<file path="src/rtl/cie_pkg.sv">
package cie_pkg;
   // ============================================================
   // Widths
   localparam int CIE_DATA_W  = 8;
   localparam int CIE_ADDR_W  = 7;
   localparam int CIE_JUMP_W  = 11;
   localparam int CIE_PC_W    = 15;
   localparam int CIE_PAGE_LO = 3;
   localparam int CIE_PAGE_HI = 6;
   // ============================================================
   // Operation select codes, chosen for this block
   localparam logic [3:0] CIE_OP_NONE   = 4'h0;
   localparam logic [3:0] CIE_OP_CLRREG = 4'h1;
   localparam logic [3:0] CIE_OP_CLRACC = 4'h2;
   localparam logic [3:0] CIE_OP_DEC    = 4'h3;
   localparam logic [3:0] CIE_OP_DECSKZ = 4'h4;
   localparam logic [3:0] CIE_OP_INCSKZ = 4'h5;
   localparam logic [3:0] CIE_OP_JUMP   = 4'h6;
   localparam logic [3:0] CIE_OP_ORLIT  = 4'h7;
   // ============================================================
   // Reset values
   localparam logic [7:0]  CIE_ACC_RST  = 8'h00;
   localparam logic [14:0] CIE_PC_RST   = 15'h0000;
   localparam logic [7:0]  CIE_ZERO     = 8'h00;
   localparam logic [7:0]  CIE_ONE      = 8'h01;
   localparam logic        CIE_DEST_ACC = 1'b0;
   // ============================================================
   // Cycle counts
   localparam int CIE_SKIP_CYCLES = 2;
   localparam int CIE_JUMP_CYCLES = 2;
   localparam int CIE_MAC_DEPTH   = 128;
   typedef enum logic [1:0] {CIE_RUN, CIE_FLUSH} cie_state_e;
endpackage : cie_pkg
</file>
<file path="src/rtl/cie_data_mem.sv">
`timescale 1ns/1ps
module cie_data_mem
   import cie_pkg::*;
#(
   parameter int DEPTH = CIE_MAC_DEPTH
) (
   input  wire logic                  ref_clk,
   input  wire logic                  we,
   input  wire logic [CIE_ADDR_W-1:0] waddr,
   input  wire logic [CIE_DATA_W-1:0] wdata,
   input  wire logic [CIE_ADDR_W-1:0] raddr,
   output logic      [CIE_DATA_W-1:0] rdata
);
   if (DEPTH != (1 << CIE_ADDR_W)) begin : g_depth_check
      $error("cie_data_mem depth must match address width");
   end
   logic [CIE_DATA_W-1:0] mem_reg [DEPTH];
   // ============================================================
   // Write first so a read of the word being written returns new data.
   always_ff @(posedge ref_clk) begin
      if (we) begin
         mem_reg[waddr] <= wdata;
      end
   end
   always_ff @(posedge ref_clk) begin
      if (we && waddr == raddr) begin
         rdata <= wdata;
      end else begin
         rdata <= mem_reg[raddr];
      end
   end
endmodule : cie_data_mem

</file>
<file path="src/rtl/cie_exec.sv">
`timescale 1ns/1ps
// How it works
// [RQ1] Clear register writes zero to the addressed register and sets zero flag.
// [RQ2] Clear accumulator needs no operand, zeroes accumulator and sets zero flag.
// [RQ3] Decrement writes register minus one to accumulator or register; zero flag follows.
// [RQ4] Decrement-skip writes register minus one to chosen destination; flags untouched.
// [RQ5] Decrement-skip with zero result turns next instruction into a no-operation.
// [RQ6] Increment-skip writes register plus one to chosen destination; flags untouched.
// [RQ7] Increment-skip with zero result discards next instruction for a no-operation.
// [RQ8] Jump loads its 11-bit operand into program counter bits 10 to 0.
// [RQ9] Jump loads program counter bits 14 to 11 from page latch bits 6 to 3.
// [RQ10] Jump takes two instruction cycles.
// [RQ11] OR-literal ORs accumulator with 8-bit literal, writes accumulator, updates zero flag.
// [RQ12] Register instructions carry a 7-bit address and one destination bit.
// [RQ13] Instructions without skip or jump complete in one cycle; here Decrement takes two cycles for its register read.
module cie_exec
   import cie_pkg::*;
(
   input  wire logic                  ref_clk,
   input  wire logic                  reset,
   input  wire logic                  instr_valid,
   input  wire logic [3:0]            instr_op,
   input  wire logic [CIE_ADDR_W-1:0] instr_addr,
   input  wire logic                  instr_dest,
   input  wire logic [CIE_JUMP_W-1:0] instr_jump,
   input  wire logic [CIE_DATA_W-1:0] instr_lit,
   input  wire logic [CIE_PC_W-1:0]   pc_in,
   input  wire logic [CIE_DATA_W-1:0] page_latch,
   output logic      [CIE_DATA_W-1:0] acc_out,
   output logic                       zero_flag,
   output logic      [CIE_PC_W-1:0]   pc_out,
   output logic                       pc_load,
   output logic                       flush,
   output logic                       busy,
   output logic                       mem_we,
   output logic      [CIE_ADDR_W-1:0] mem_waddr,
   output logic      [CIE_DATA_W-1:0] mem_wdata
);
   // ============================================================
   // Operand fetch
   // The register operand is read from a registered memory, so an access
   // spends one cycle reading; the instruction is held during that cycle.
   logic [CIE_DATA_W-1:0] rd_data;
   logic                  mem_we_reg;
   logic [CIE_ADDR_W-1:0] waddr_reg;
   logic [CIE_DATA_W-1:0] wdata_reg;
   cie_state_e            state_reg;
   logic                  phase_reg;
   cie_data_mem #(.DEPTH(CIE_MAC_DEPTH)) u_mem (
      .ref_clk (ref_clk),
      .we      (mem_we_reg),
      .waddr   (waddr_reg),
      .wdata   (wdata_reg),
      .raddr   (instr_addr),     // [RQ12]
      .rdata   (rd_data)
   );
   logic needs_reg;
   assign needs_reg = (instr_op == CIE_OP_DEC) || (instr_op == CIE_OP_DECSKZ) || (instr_op == CIE_OP_INCSKZ);
   logic go;
   assign go = instr_valid && (state_reg == CIE_RUN) && (!needs_reg || phase_reg);
   // ============================================================
   // Arithmetic
   logic [CIE_DATA_W-1:0] dec_val;
   logic [CIE_DATA_W-1:0] inc_val;
   logic [CIE_DATA_W-1:0] or_val;
   assign dec_val = rd_data - CIE_ONE;    // [RQ3] [RQ4]
   assign inc_val = rd_data + CIE_ONE;    // [RQ6]
   assign or_val  = acc_out | instr_lit;  // [RQ11]
   always_ff @(posedge ref_clk) begin
      if (reset) begin
         phase_reg <= 1'b0;
      end else if (instr_valid && needs_reg && state_reg == CIE_RUN) begin
         phase_reg <= !phase_reg;
      end else begin
         phase_reg <= 1'b0;
      end
   end
   // Busy is decoded from the offered instruction itself, because a registered copy
   // would rise one cycle too late to make the fetch side hold a read-modify operation.
   assign busy = instr_valid && needs_reg && !phase_reg && state_reg == CIE_RUN;
   // ============================================================
   // Accumulator and zero flag
   always_ff @(posedge ref_clk) begin
      if (reset) begin
         acc_out   <= CIE_ACC_RST;
         zero_flag <= 1'b0;
      end else if (go) begin
         case (instr_op)
            CIE_OP_CLRREG: begin
               zero_flag <= 1'b1;                                  // [RQ1]
            end
            CIE_OP_CLRACC: begin
               acc_out   <= CIE_ZERO;                              // [RQ2]
               zero_flag <= 1'b1;                                  // [RQ2]
            end
            CIE_OP_DEC: begin
               if (instr_dest == CIE_DEST_ACC) acc_out <= dec_val; // [RQ3]
               zero_flag <= (dec_val == CIE_ZERO);                 // [RQ3]
            end
            CIE_OP_DECSKZ: begin
               if (instr_dest == CIE_DEST_ACC) acc_out <= dec_val; // [RQ4]
            end
            CIE_OP_INCSKZ: begin
               if (instr_dest == CIE_DEST_ACC) acc_out <= inc_val; // [RQ6]
            end
            CIE_OP_ORLIT: begin
               acc_out   <= or_val;                                // [RQ11]
               zero_flag <= (or_val == CIE_ZERO);                  // [RQ11]
            end
            default: begin
            end
         endcase
      end
   end
   // ============================================================
   // Register write-back
   always_ff @(posedge ref_clk) begin
      if (reset) begin
         mem_we_reg <= 1'b0;
         waddr_reg  <= '0;
         wdata_reg  <= CIE_ZERO;
      end else begin
         mem_we_reg <= 1'b0;
         waddr_reg  <= instr_addr;                                 // [RQ12]
         if (go) begin
            case (instr_op)
               CIE_OP_CLRREG: begin
                  mem_we_reg <= 1'b1;                              // [RQ1]
                  wdata_reg  <= CIE_ZERO;
               end
               CIE_OP_DEC, CIE_OP_DECSKZ: begin
                  mem_we_reg <= (instr_dest != CIE_DEST_ACC);      // [RQ3] [RQ4]
                  wdata_reg  <= dec_val;
               end
               CIE_OP_INCSKZ: begin
                  mem_we_reg <= (instr_dest != CIE_DEST_ACC);      // [RQ6]
                  wdata_reg  <= inc_val;
               end
               default: begin
               end
            endcase
         end
      end
   end
   assign mem_we    = mem_we_reg;
   assign mem_waddr = waddr_reg;
   assign mem_wdata = wdata_reg;
   // ============================================================
   // Skip, jump and flush
   // A flushed slot is one no-operation cycle; any instruction offered then is dropped.
   logic skip_now;
   assign skip_now = go && (((instr_op == CIE_OP_DECSKZ) && (dec_val == CIE_ZERO)) ||
                            ((instr_op == CIE_OP_INCSKZ) && (inc_val == CIE_ZERO)));  // [RQ5] [RQ7]
   always_ff @(posedge ref_clk) begin
      if (reset) begin
         state_reg <= CIE_RUN;
         flush     <= 1'b0;
      end else begin
         case (state_reg)
            CIE_RUN: begin
               if (skip_now || (go && instr_op == CIE_OP_JUMP)) begin
                  state_reg <= CIE_FLUSH;                          // [RQ5] [RQ7] [RQ10]
                  flush     <= 1'b1;
               end else begin
                  flush     <= 1'b0;                               // [RQ13]
               end
            end
            CIE_FLUSH: begin
               state_reg <= CIE_RUN;
               flush     <= 1'b0;
            end
            default: begin
               state_reg <= CIE_RUN;
               flush     <= 1'b0;
            end
         endcase
      end
   end
   always_ff @(posedge ref_clk) begin
      if (reset) begin
         pc_out  <= CIE_PC_RST;
         pc_load <= 1'b0;
      end else if (go && instr_op == CIE_OP_JUMP) begin
         pc_out  <= {page_latch[CIE_PAGE_HI:CIE_PAGE_LO], instr_jump};  // [RQ8] [RQ9]
         pc_load <= 1'b1;
      end else begin
         pc_out  <= pc_in;
         pc_load <= 1'b0;
      end
   end
   // ============================================================
   // Checks
   jump_pc_value_a: assert property (@(posedge ref_clk) disable iff (reset)   // [RQ8]
      (go && instr_op == CIE_OP_JUMP) |=> pc_load && pc_out[10:0] == $past(instr_jump))
      else $error("jump low bits wrong");
   jump_page_bits_a: assert property (@(posedge ref_clk) disable iff (reset)  // [RQ9]
      (go && instr_op == CIE_OP_JUMP) |=> pc_out[14:11] == $past(page_latch[6:3]))
      else $error("jump page bits wrong");
   jump_two_cycle_a: assert property (@(posedge ref_clk) disable iff (reset)  // [RQ10]
      (go && instr_op == CIE_OP_JUMP) |=> flush ##1 !flush)
      else $error("jump not two cycles");
   clear_sets_zero_a: assert property (@(posedge ref_clk) disable iff (reset) // [RQ1]
      (go && instr_op == CIE_OP_CLRREG) |=> zero_flag && mem_we && mem_wdata == 8'h00)
      else $error("clear register wrong");
   clear_acc_zero_a: assert property (@(posedge ref_clk) disable iff (reset)  // [RQ2]
      (go && instr_op == CIE_OP_CLRACC) |=> zero_flag && acc_out == 8'h00)
      else $error("clear accumulator wrong");
   dec_zero_flag_a: assert property (@(posedge ref_clk) disable iff (reset)   // [RQ3]
      (go && instr_op == CIE_OP_DEC) |=> zero_flag == ($past(rd_data) == 8'h01))
      else $error("decrement zero flag wrong");
   skip_keeps_flag_a: assert property (@(posedge ref_clk) disable iff (reset) // [RQ4]
      (go && (instr_op == CIE_OP_DECSKZ || instr_op == CIE_OP_INCSKZ)) |=> $stable(zero_flag))
      else $error("skip changed zero flag");
   dec_skip_flush_a: assert property (@(posedge ref_clk) disable iff (reset)  // [RQ5]
      (go && instr_op == CIE_OP_DECSKZ) |=> flush == ($past(rd_data) == 8'h01))
      else $error("decrement skip wrong");
   inc_skip_flush_a: assert property (@(posedge ref_clk) disable iff (reset)  // [RQ7]
      (go && instr_op == CIE_OP_INCSKZ) |=> flush == ($past(rd_data) == 8'hff))
      else $error("increment skip wrong");
   or_literal_acc_a: assert property (@(posedge ref_clk) disable iff (reset)  // [RQ11]
      (go && instr_op == CIE_OP_ORLIT) |=> acc_out == ($past(acc_out) | $past(instr_lit)))
      else $error("or literal wrong");
endmodule : cie_exec

</file>
<file path="config.mk">
export PLATFORM = sky130hd
export DESIGN_NAME = cie_exec
export DESIGN_NICKNAME = d
export VERILOG_FILES = /design/src/rtl/cie_pkg.sv /design/src/rtl/cie_data_mem.sv /design/src/rtl/cie_exec.sv
export SDC_FILE = /design/constraint.sdc
export NUM_CORES = 1
export LEC_CHECK = 0
export BUFFER_PORTS_ARGS = -buffer_cell sky130_fd_sc_hd__buf_2
export CAP_MARGIN = 10
export CORE_MARGIN = 1
export CORE_UTILIZATION = 25
export DETAILED_ROUTE_END_ITERATION = 10
export PLACE_DENSITY = 0.51
export SLEW_MARGIN = 15
export SYNTH_ARGS = -nofsm -noshare
export SYNTH_HDL_FRONTEND = slang
export SYNTH_SLANG_ARGS = --single-unit
</file>
<file path="constraint.sdc">
create_clock -name ref_clk -period 3.3 [get_ports ref_clk]
set_clock_uncertainty 0.05 [all_clocks]
set_input_delay 0.495 -clock ref_clk [delete_from_list [all_inputs] [get_ports ref_clk]]
set_output_delay 0.495 -clock ref_clk [all_outputs]
set_load 0.1 [all_outputs]
</file>
==> out/results.tsv, run 1 <==
stage	metric	value	unit
floorplan	die area	171000	um2
min_path	hold depth	3	
cells_and_area	area delta synth->final	26.7	%
timing	Hold Vio Cnt, Final	0	
timing	endpoints failing setup	19	
placement	routability cong.	0.838	
cts	CTS tree	yes	
global_routing	gr ovfl total	0	
synthesis	Post-synth top cells	edfxtp_1 (1,024), mux4_2 (220), nor2_1 (182), mux2i_1 (125), nand2_1 (58)	
placement	dpl ws	-1090	ps
cells_and_area	Filler cells	16100	
routing	via-per-instance ratio	4.60	
cts	clock latency on the worst-skew pair	700	ps
setup_path	CP Capture Type	flop	
min_path	Hold Crit Start	pc_in[6]	
setup_path	Crit Path Max Fanout	13	
synthesis	post-synth top area cell	edfxtp_1	
pwr	PD cells	547	nW/um2
synthesis	Seq/Total Area, Yosys	74.9	%
global_routing	first-pass GRT wire length	177000	um
setup_path	CP arrival	4320	ps
routing	DRT iter0 DRCs	2115	
synthesis	Post-synth EDFFs	1024	
floorplan	Die Ht	414	um
synthesis	syn_nets	2234	
synthesis	synthesized area	42400	um2
floorplan	Initial Util	25.3	%
timing	max-slew violations	0	
cells_and_area	fin cells	5063	
cells_and_area	share of cells above drive strength 1	38.0	%
timing	Max Clock Freq	0.264	GHz
floorplan	I/O pin cnt	100	
setup_path	Worst EP required	3830	ps
routing	routed wire length	125000	um
cts	CTS clk-pin slew, worst paths	60	ps
setup_path	Critical Path Source Type	flop	
synthesis	Syn Inst Count	2174	
global_routing	initial antenna violation count	4	
routing	1st-pass router iterations	7	
routing	WL/cell	24.6	um
synthesis	top cells by area, synth	edfxtp_1 (72%), mux4_2 (12%), mux2i_1 (2.9%)	
synthesis	area share of the largest cell type after synthesis	72.5	%
min_path	Hold EP	pc_out[6]	
floorplan	core box area	168000	um2
outcome	failing checks	setup timing	
pwr	leak pwr	17.3	nW
setup_path	Worst R2R End	acc_out[4]	
synthesis	ys flop type	edfxtp_1	
floorplan	# rows	150	
placement	hpwl dp	81400	um
placement	placed instance count	4775	
global_routing	GRT Resource Usage Total	14.2	%
cts	# clock sinks	1075	
cts	Clock Tree Buf Depth	3	
setup_path	Worst Reg2Reg Path Length in Cells	19	
min_path	worst min-delay path category	input port to flop	
routing	Detail Route Antenna Nets	0	
floorplan	chip width	414	um
synthesis	flops & latches, synth	1075	
synthesis	count leader, synth	edfxtp_1	
setup_path	Setup CP Type	flop to flop	
timing	unrepaired setup endpoints after global routing	true	
flow_run	max-cap violation count	0	
synthesis	Async S/R FF share, synth	0	%
placement	Port Buffers	95	
global_routing	vias in the first global route	23600	
synthesis	syn_area_per_cell	19.5	um2
timing	final worst slack	-488	ps
synthesis	Synth cell types	67	
cts	root buf cell	clkbuf_16	
routing	DRC Markers	0	
setup_path	setup slack, reg-to-reg	-490	ps
cells_and_area	max FFs per register	1024	
global_routing	largest net degree at the start of global routing	130	
synthesis	Syn. warnings	0	
routing	Vias	23300	
timing	max_slew headroom	19.7	%
pwr	Peak VDD IR	0.000366	V
outcome	status	complete, but fails checks	
cells_and_area	Total Nets Final	2826	
cts	H-tree lvl count	3	
timing	Final min period	3790	ps
timing	Worst Tran Pin Value	1200	ps
cts	total CTS buffers	112	
timing	fin crit share	115	%
[per-layer routing]
metal,vias to the layer above,global-route usage [%],share of wire (%)
li1,10100,-,-
met1,12400,19.3,44
met2,712,23.7,49
met3,135,1.96,5.0
met4,0,3.72,2.2
met5,-,0,0
[per-stage QoR]
| stage | cell area [um2] | setup TNS (ps) | util [%] | hold slack [ps] | power, W |
|---|---|---|---|---|---|
| floorplan | 42700 | -177 | - | 398 | 0.0164 |
| global placement | 48800 | -18450 | 29.1 | 408 | 0.0173 |
| detailed placement | 48800 | -17810 | 29.1 | 418 | 0.0173 |
| CTS | 53300 | -6230 | 31.8 | 1.29 | 0.0296 |
| global route | 53800 | -8430 | 32.1 | 58.2 | 0.0302 |
| finish | 53800 | -6910 | 32.1 | 38.8 | 0.0294 |
[placed cells by master (no fill, tap or decap), types with 9 or more instances in the layout]
| master | n |
|---|---|
| o21ai_1 | 9 |
| buf_12 | 46 |
| mux2i_1 | 125 |
| buf_6 | 16 |
| nor2_1 | 174 |
| nor3_1 | 16 |
| a22oi_1 | 44 |
| dfxtp_4 | 11 |
| mux2_2 | 19 |
| clkbuf_16 | 115 |
| nand3_1 | 30 |
| edfxtp_1 | 1024 |
| nand2b_1 | 9 |
| clkbuf_1 | 30 |
| nand4_1 | 18 |
| buf_2 | 94 |
| clkinv_1 | 15 |
| a21oi_1 | 20 |
| nor2b_1 | 21 |
| mux4_2 | 222 |
| dfxtp_1 | 38 |
| buf_4 | 399 |
| clkinv_2 | 22 |
| o21ai_0 | 13 |
| nand2_1 | 54 |
| clkbuf_8 | 10 |
| nor3_2 | 11 |
| dlygate4sd3_1 | 33 |
[worst max path at each step]
stage	start	slack (ps)	to
finish	flop	-490	acc_out[4]
global route	flop	-550	mem_wdata[7]
CTS	flop	-430	acc_out[7]
detailed placement	flop	-1090	acc_out[4]
global placement	flop	-1170	acc_out[4]
floorplan	flop	-90	acc_out[4]
[kinds of logic after synthesis]
kind of cell / share of synthesized area [%]
AOI/OAI and AO/OA: 3.11
xor gates and xnor gates: 0.227
adders and majority gates: 0.0885
buffers and inverters: 1.80
DFF: 74.9
muxes: 15.5
and+or+nand+nor: 4.41
[critical path, stage by stage (launching register included)]
cell,delay [ps]
dfxtp_4,390
buf_12,170
buf_4,150
buf_12,150
nor2b_2,180
buf_4,250
buf_4,170
a22oi_1,70
a21oi_1,300
nor3_2,100
a22oi_2,290
o211ai_1,230
buf_4,210
ha_2,180
inv_2,70
o31a_1,150
a21oi_2,40
a22oi_2,270
and3_1,210
a211oi_2,40
[what timing repair did]
| item | 4_1_cts | 5_1_grt |
|---|---|---|
| resized for setup | 74 | 57 |
| hold buffers | 33 | 0 |
| buffers inserted | 19 | 27 |
| endpoints found under the setup margin | 19 | 19 |
| hold endpoints to repair | 25 | 0 |
| gates cloned | 5 | 2 |
| pin swaps | 22 | 33 |
[layout make-up]
class | count | area (um2) | share of cell area, %
Clock buffer | 153 | 3080 | 5.72
Antenna cell | 1 | 2.50 | 0.00465
Timing Repair Buffer | 601 | 5260 | 9.77
Tap cell | 2204 | 2760 | 5.13
Multi-Input combinational cell | 963 | 10400 | 19.3
Clock inverter | 53 | 428 | 0.796
Sequential cell | 1075 | 31800 | 59.1
Inverter | 13 | 51.3 | 0.0954
[where the power goes]
part / total (W) / leakage (nW) / internal (W) / switching, W
registers: 0.0150 / 9.25 / 0.0149 / 0.0000803
logic: 0.00224 / 6.38 / 0.000927 / 0.00131
clock network: 0.0122 / 1.72 / 0.00696 / 0.00520
total: 0.0294 / 17.3 / 0.0228 / 0.00659
Power figures use the tool's default switching activity.
==> inputs of run 2 (changes only) <==
--- a/config.mk
+++ b/config.mk
@@ -5,6 +5,7 @@
 export SDC_FILE = /design/constraint.sdc
 export NUM_CORES = 1
 export LEC_CHECK = 0
+export ABC_AREA = 1
 export BUFFER_PORTS_ARGS = -buffer_cell sky130_fd_sc_hd__buf_2
 export CAP_MARGIN = 10
 export CORE_MARGIN = 1
==> out/results.tsv, run 2 <==
stage	metric	value	unit
outcome	status	finished clean	
timing	unrepaired setup endpoints after global routing	true	
floorplan	# rows	153	
timing	fin crit share	95.7	%
pwr	Sw Ratio	24.1	%
global_routing	first-pass GRT wire length	194000	um
min_path	Hold Crit Start	instr_op[1]	
routing	1st-pass router iterations	5	
setup_path	Buf+Inv Stages, Crit Path	6	
routing	WL/cell	19.9	um
synthesis	Async S/R FF share, synth	0	%
min_path	worst min-delay path category	input port to flop	
pwr	P_sw	0.00718	W
cells_and_area	most frequent cells in the layout	nand2_1 (1,160), edfxtp_1 (1,024), nand3_1 (817), buf_4 (296), nor2_1 (225)	
global_routing	gr ovfl total	0	
flow_run	max-cap violation count	0	
pwr	Comb pwr share	8.9	%
cts	total CTS buffers	113	
pwr	Clk pwr share	40.6	%
setup_path	Crit Path Max Fanout	12	
cts	root buf cell	clkbuf_16	
synthesis	synthesized area	44200	um2
routing	DRC Markers	0	
placement	hpwl dp	80100	um
placement	dpl ws	-147	ps
synthesis	Post-synth EDFFs	1024	
synthesis	ys flop type	edfxtp_1	
placement	Port Buffers	95	
floorplan	die area	178000	um2
global_routing	GRT Resource Usage Total	14.3	%
cts	Clock Tree Buf Depth	3	
setup_path	Critical Path Source Type	flop	
setup_path	CP Cell Sequence	buf_12, buf_16, buf_16, nand2_1, nand3_1, nand3_1, nand3_1, nand3_2, nand2_2, nand2_1, nand2_1, nand2_1, nand2_2, buf_6, inv_4, ha_4, nand2_1, nand2_1, nor2_1, nand3_1, nor2_2, buf_4, nand3_2, a21oi_2	
floorplan	chip width	422	um
routing	DRT iter0 DRCs	3010	
setup_path	Worst EP required	3870	ps
pwr	leak pwr	20.6	nW
setup_path	Setup CP Type	flop to flop	
routing	via-per-instance ratio	4.60	
synthesis	count leader, synth	nand2_1	
cts	clock latency on the worst-skew pair	720	ps
cts	CTS clk-pin slew, worst paths	60	ps
timing	Worst Tran Pin Value	1050	ps
min_path	Hold EP	mem_we	
timing	endpoints failing setup	0	
cells_and_area	commonest non-fill, non-tap cell in the layout	nand2_1	
global_routing	initial antenna violation count	3	
synthesis	top cells by area, synth	edfxtp_1 (70%), nand3_1 (10%), nand2_1 (10%)	
min_path	hold depth	4	
global_routing	largest net degree at the start of global routing	130	
synthesis	Syn Inst Count	3879	
cells_and_area	share of cells above drive strength 1	18.3	%
setup_path	CP max stage delay	390	ps
placement	placed instance area	49400	um2
cells_and_area	Post-Layout Inst Area	55000	um2
cts	CTS tree	yes	
cells_and_area	Total Nets Final	4341	
routing	Vias	30800	
cells_and_area	Ant. Diodes	0	
timing	Final min period	3160	ps
setup_path	Worst Reg2Reg Path Length in Cells	24	
setup_path	Critical-path top delay cell	dfxtp_4	
timing	Hold Vio Cnt, Final	0	
synthesis	Synth cell types	36	
cells_and_area	Filler cells	17500	
floorplan	I/O pin cnt	100	
setup_path	Worst path top cell family by delay	simple AND/OR/NAND/NOR gates	
synthesis	syn_nets	3939	
pwr	PD cells	542	nW/um2
routing	Detail Route Antenna Nets	0	
synthesis	flops & latches, synth	1075	
cells_and_area	area delta synth->final	24.5	%
synthesis	Syn. warnings	0	
synthesis	area share of the largest cell type after synthesis	69.6	%
floorplan	Die Ht	422	um
pwr	Cell Int Power	0.0226	W
synthesis	syn_area_per_cell	11.4	um2
cells_and_area	max FFs per register	1024	
timing	final worst slack	141	ps
floorplan	core box area	175000	um2
synthesis	Post-synth top cells	nand2_1 (1,191), edfxtp_1 (1,024), nand3_1 (900), nor2_1 (231), buf_2 (123)	
routing	routed wire length	134000	um
timing	Max Clock Freq	0.317	GHz
pwr	sequential share of power	50.5	%
cts	# clock sinks	1075	
setup_path	most frequent CP cell	nand2_1	
floorplan	Initial Util	25.3	%
synthesis	post-synth top area cell	edfxtp_1	
setup_path	setup slack, reg-to-reg	140	ps
setup_path	Worst R2R End	zero_flag	
setup_path	CP Capture Type	flop	
timing	max-slew violations	0	
synthesis	Seq/Total Area, Yosys	71.9	%
placement	routability cong.	0.875	
pwr	Pwr Total	0.0298	W
global_routing	vias in the first global route	30200	
pwr	Peak VDD IR	0.000464	V
timing	max_slew headroom	30.2	%
setup_path	CP arrival	3730	ps
cts	H-tree lvl count	3	
run 2: changes by cell type after synthesis, sizes merged, moves of 49 or more:
| cell | delta |
|---|---|
| nand2 | +1136 |
| nand3 | +868 |
| mux4 | -226 |
| mux2i | -125 |
| buf | +110 |
| a22oi | -50 |
| nor2 | +50 |
| o21ai | +49 |
run 2: power by group through the flow:
stage,clock network (W),registers [W],logic (W)
floorplan,0,0.0156,0.00104
global placement,0,0.0154,0.00230
detailed placement,0,0.0154,0.00231
CTS,0.0123,0.0151,0.00241
global route,0.0128,0.0151,0.00284
finish,0.0121,0.0151,0.00265
run 2: cell families (layout without fill, tap and decap cells):
kind of cell             after synthesis  count (layout)  synth area share (%)
buffers and inverters                302             803                  3.54
flip-flops                          1075            1075                  71.9
adder cells (fa/ha/maj)                3               3                0.0849
AND/OR/NAND/NOR                     2355            2355                  22.7
AO/OA/AOI/OAI                        144             144                  1.78
run 2: repair_timing:
| action | CTS | global route |
|---|---|---|
| gates resized for setup | 17 | 191 |
| endpoints found under the setup margin | 11 | 17 |
| pin swaps | 0 | 42 |
| hold endpoints to repair | 31 | 0 |
| buffers inserted | 7 | 28 |
| hold buffers | 39 | 0 |
| gates cloned | 5 | 20 |
run 2: worst max-delay path by stage:
stage                  from             endpoint  slack (ps)  depth (start not counted)
2_1_floorplan  mem_wdata[0]  u_mem.mem_reg[0][0]         100                          0
3_3_place_gp           flop                flush        -150                         22
3_5_place_dp           flop                flush        -150                         21
4_1_cts                flop                flush          10                         23
5_1_grt                flop                flush         -70                         25
6_report               flop            zero_flag         140                         24
run 2: per-layer routing:
layer	wire [um]	GRT usage, %	up-vias
li1	-	-	14500
met1	57400	18.9	15400
met2	65700	24.3	827
met3	7120	1.88	170
met4	3190	4.04	0
met5	0	0	-
run 2: stage by stage:
step / utilization (%) / std cells / hold slack (ps) / setup TNS (ps)
after floorplan: - / 3879 / 395 / 0
after global placement: 28.3 / 6394 / 410 / -891
after detailed placement: 28.3 / 6394 / 410 / -894
after CTS: 30.6 / 6659 / 89.7 / 0
after global routing: 31.5 / 6705 / 170 / -275
final: 31.5 / 6705 / 134 / 0
run 2: tightest hold or removal path: stages:
cell and delay, ps:
buf_2 140, nor3_1 60, inv_1 70, a21oi_1 70
run 2: area by class of cell:
class | instances | area (um2) | share of cell area (%)
inverter | 61 | 273 | 0.496
sequential | 1075 | 31800 | 57.8
timing repair inverter | 7 | 106 | 0.193
clock buffer | 139 | 2950 | 5.36
tap | 2325 | 2910 | 5.29
multi-input combinational | 2502 | 11500 | 20.9
clock inverter | 75 | 552 | 1.00
timing repair buffer | 521 | 4920 | 8.95
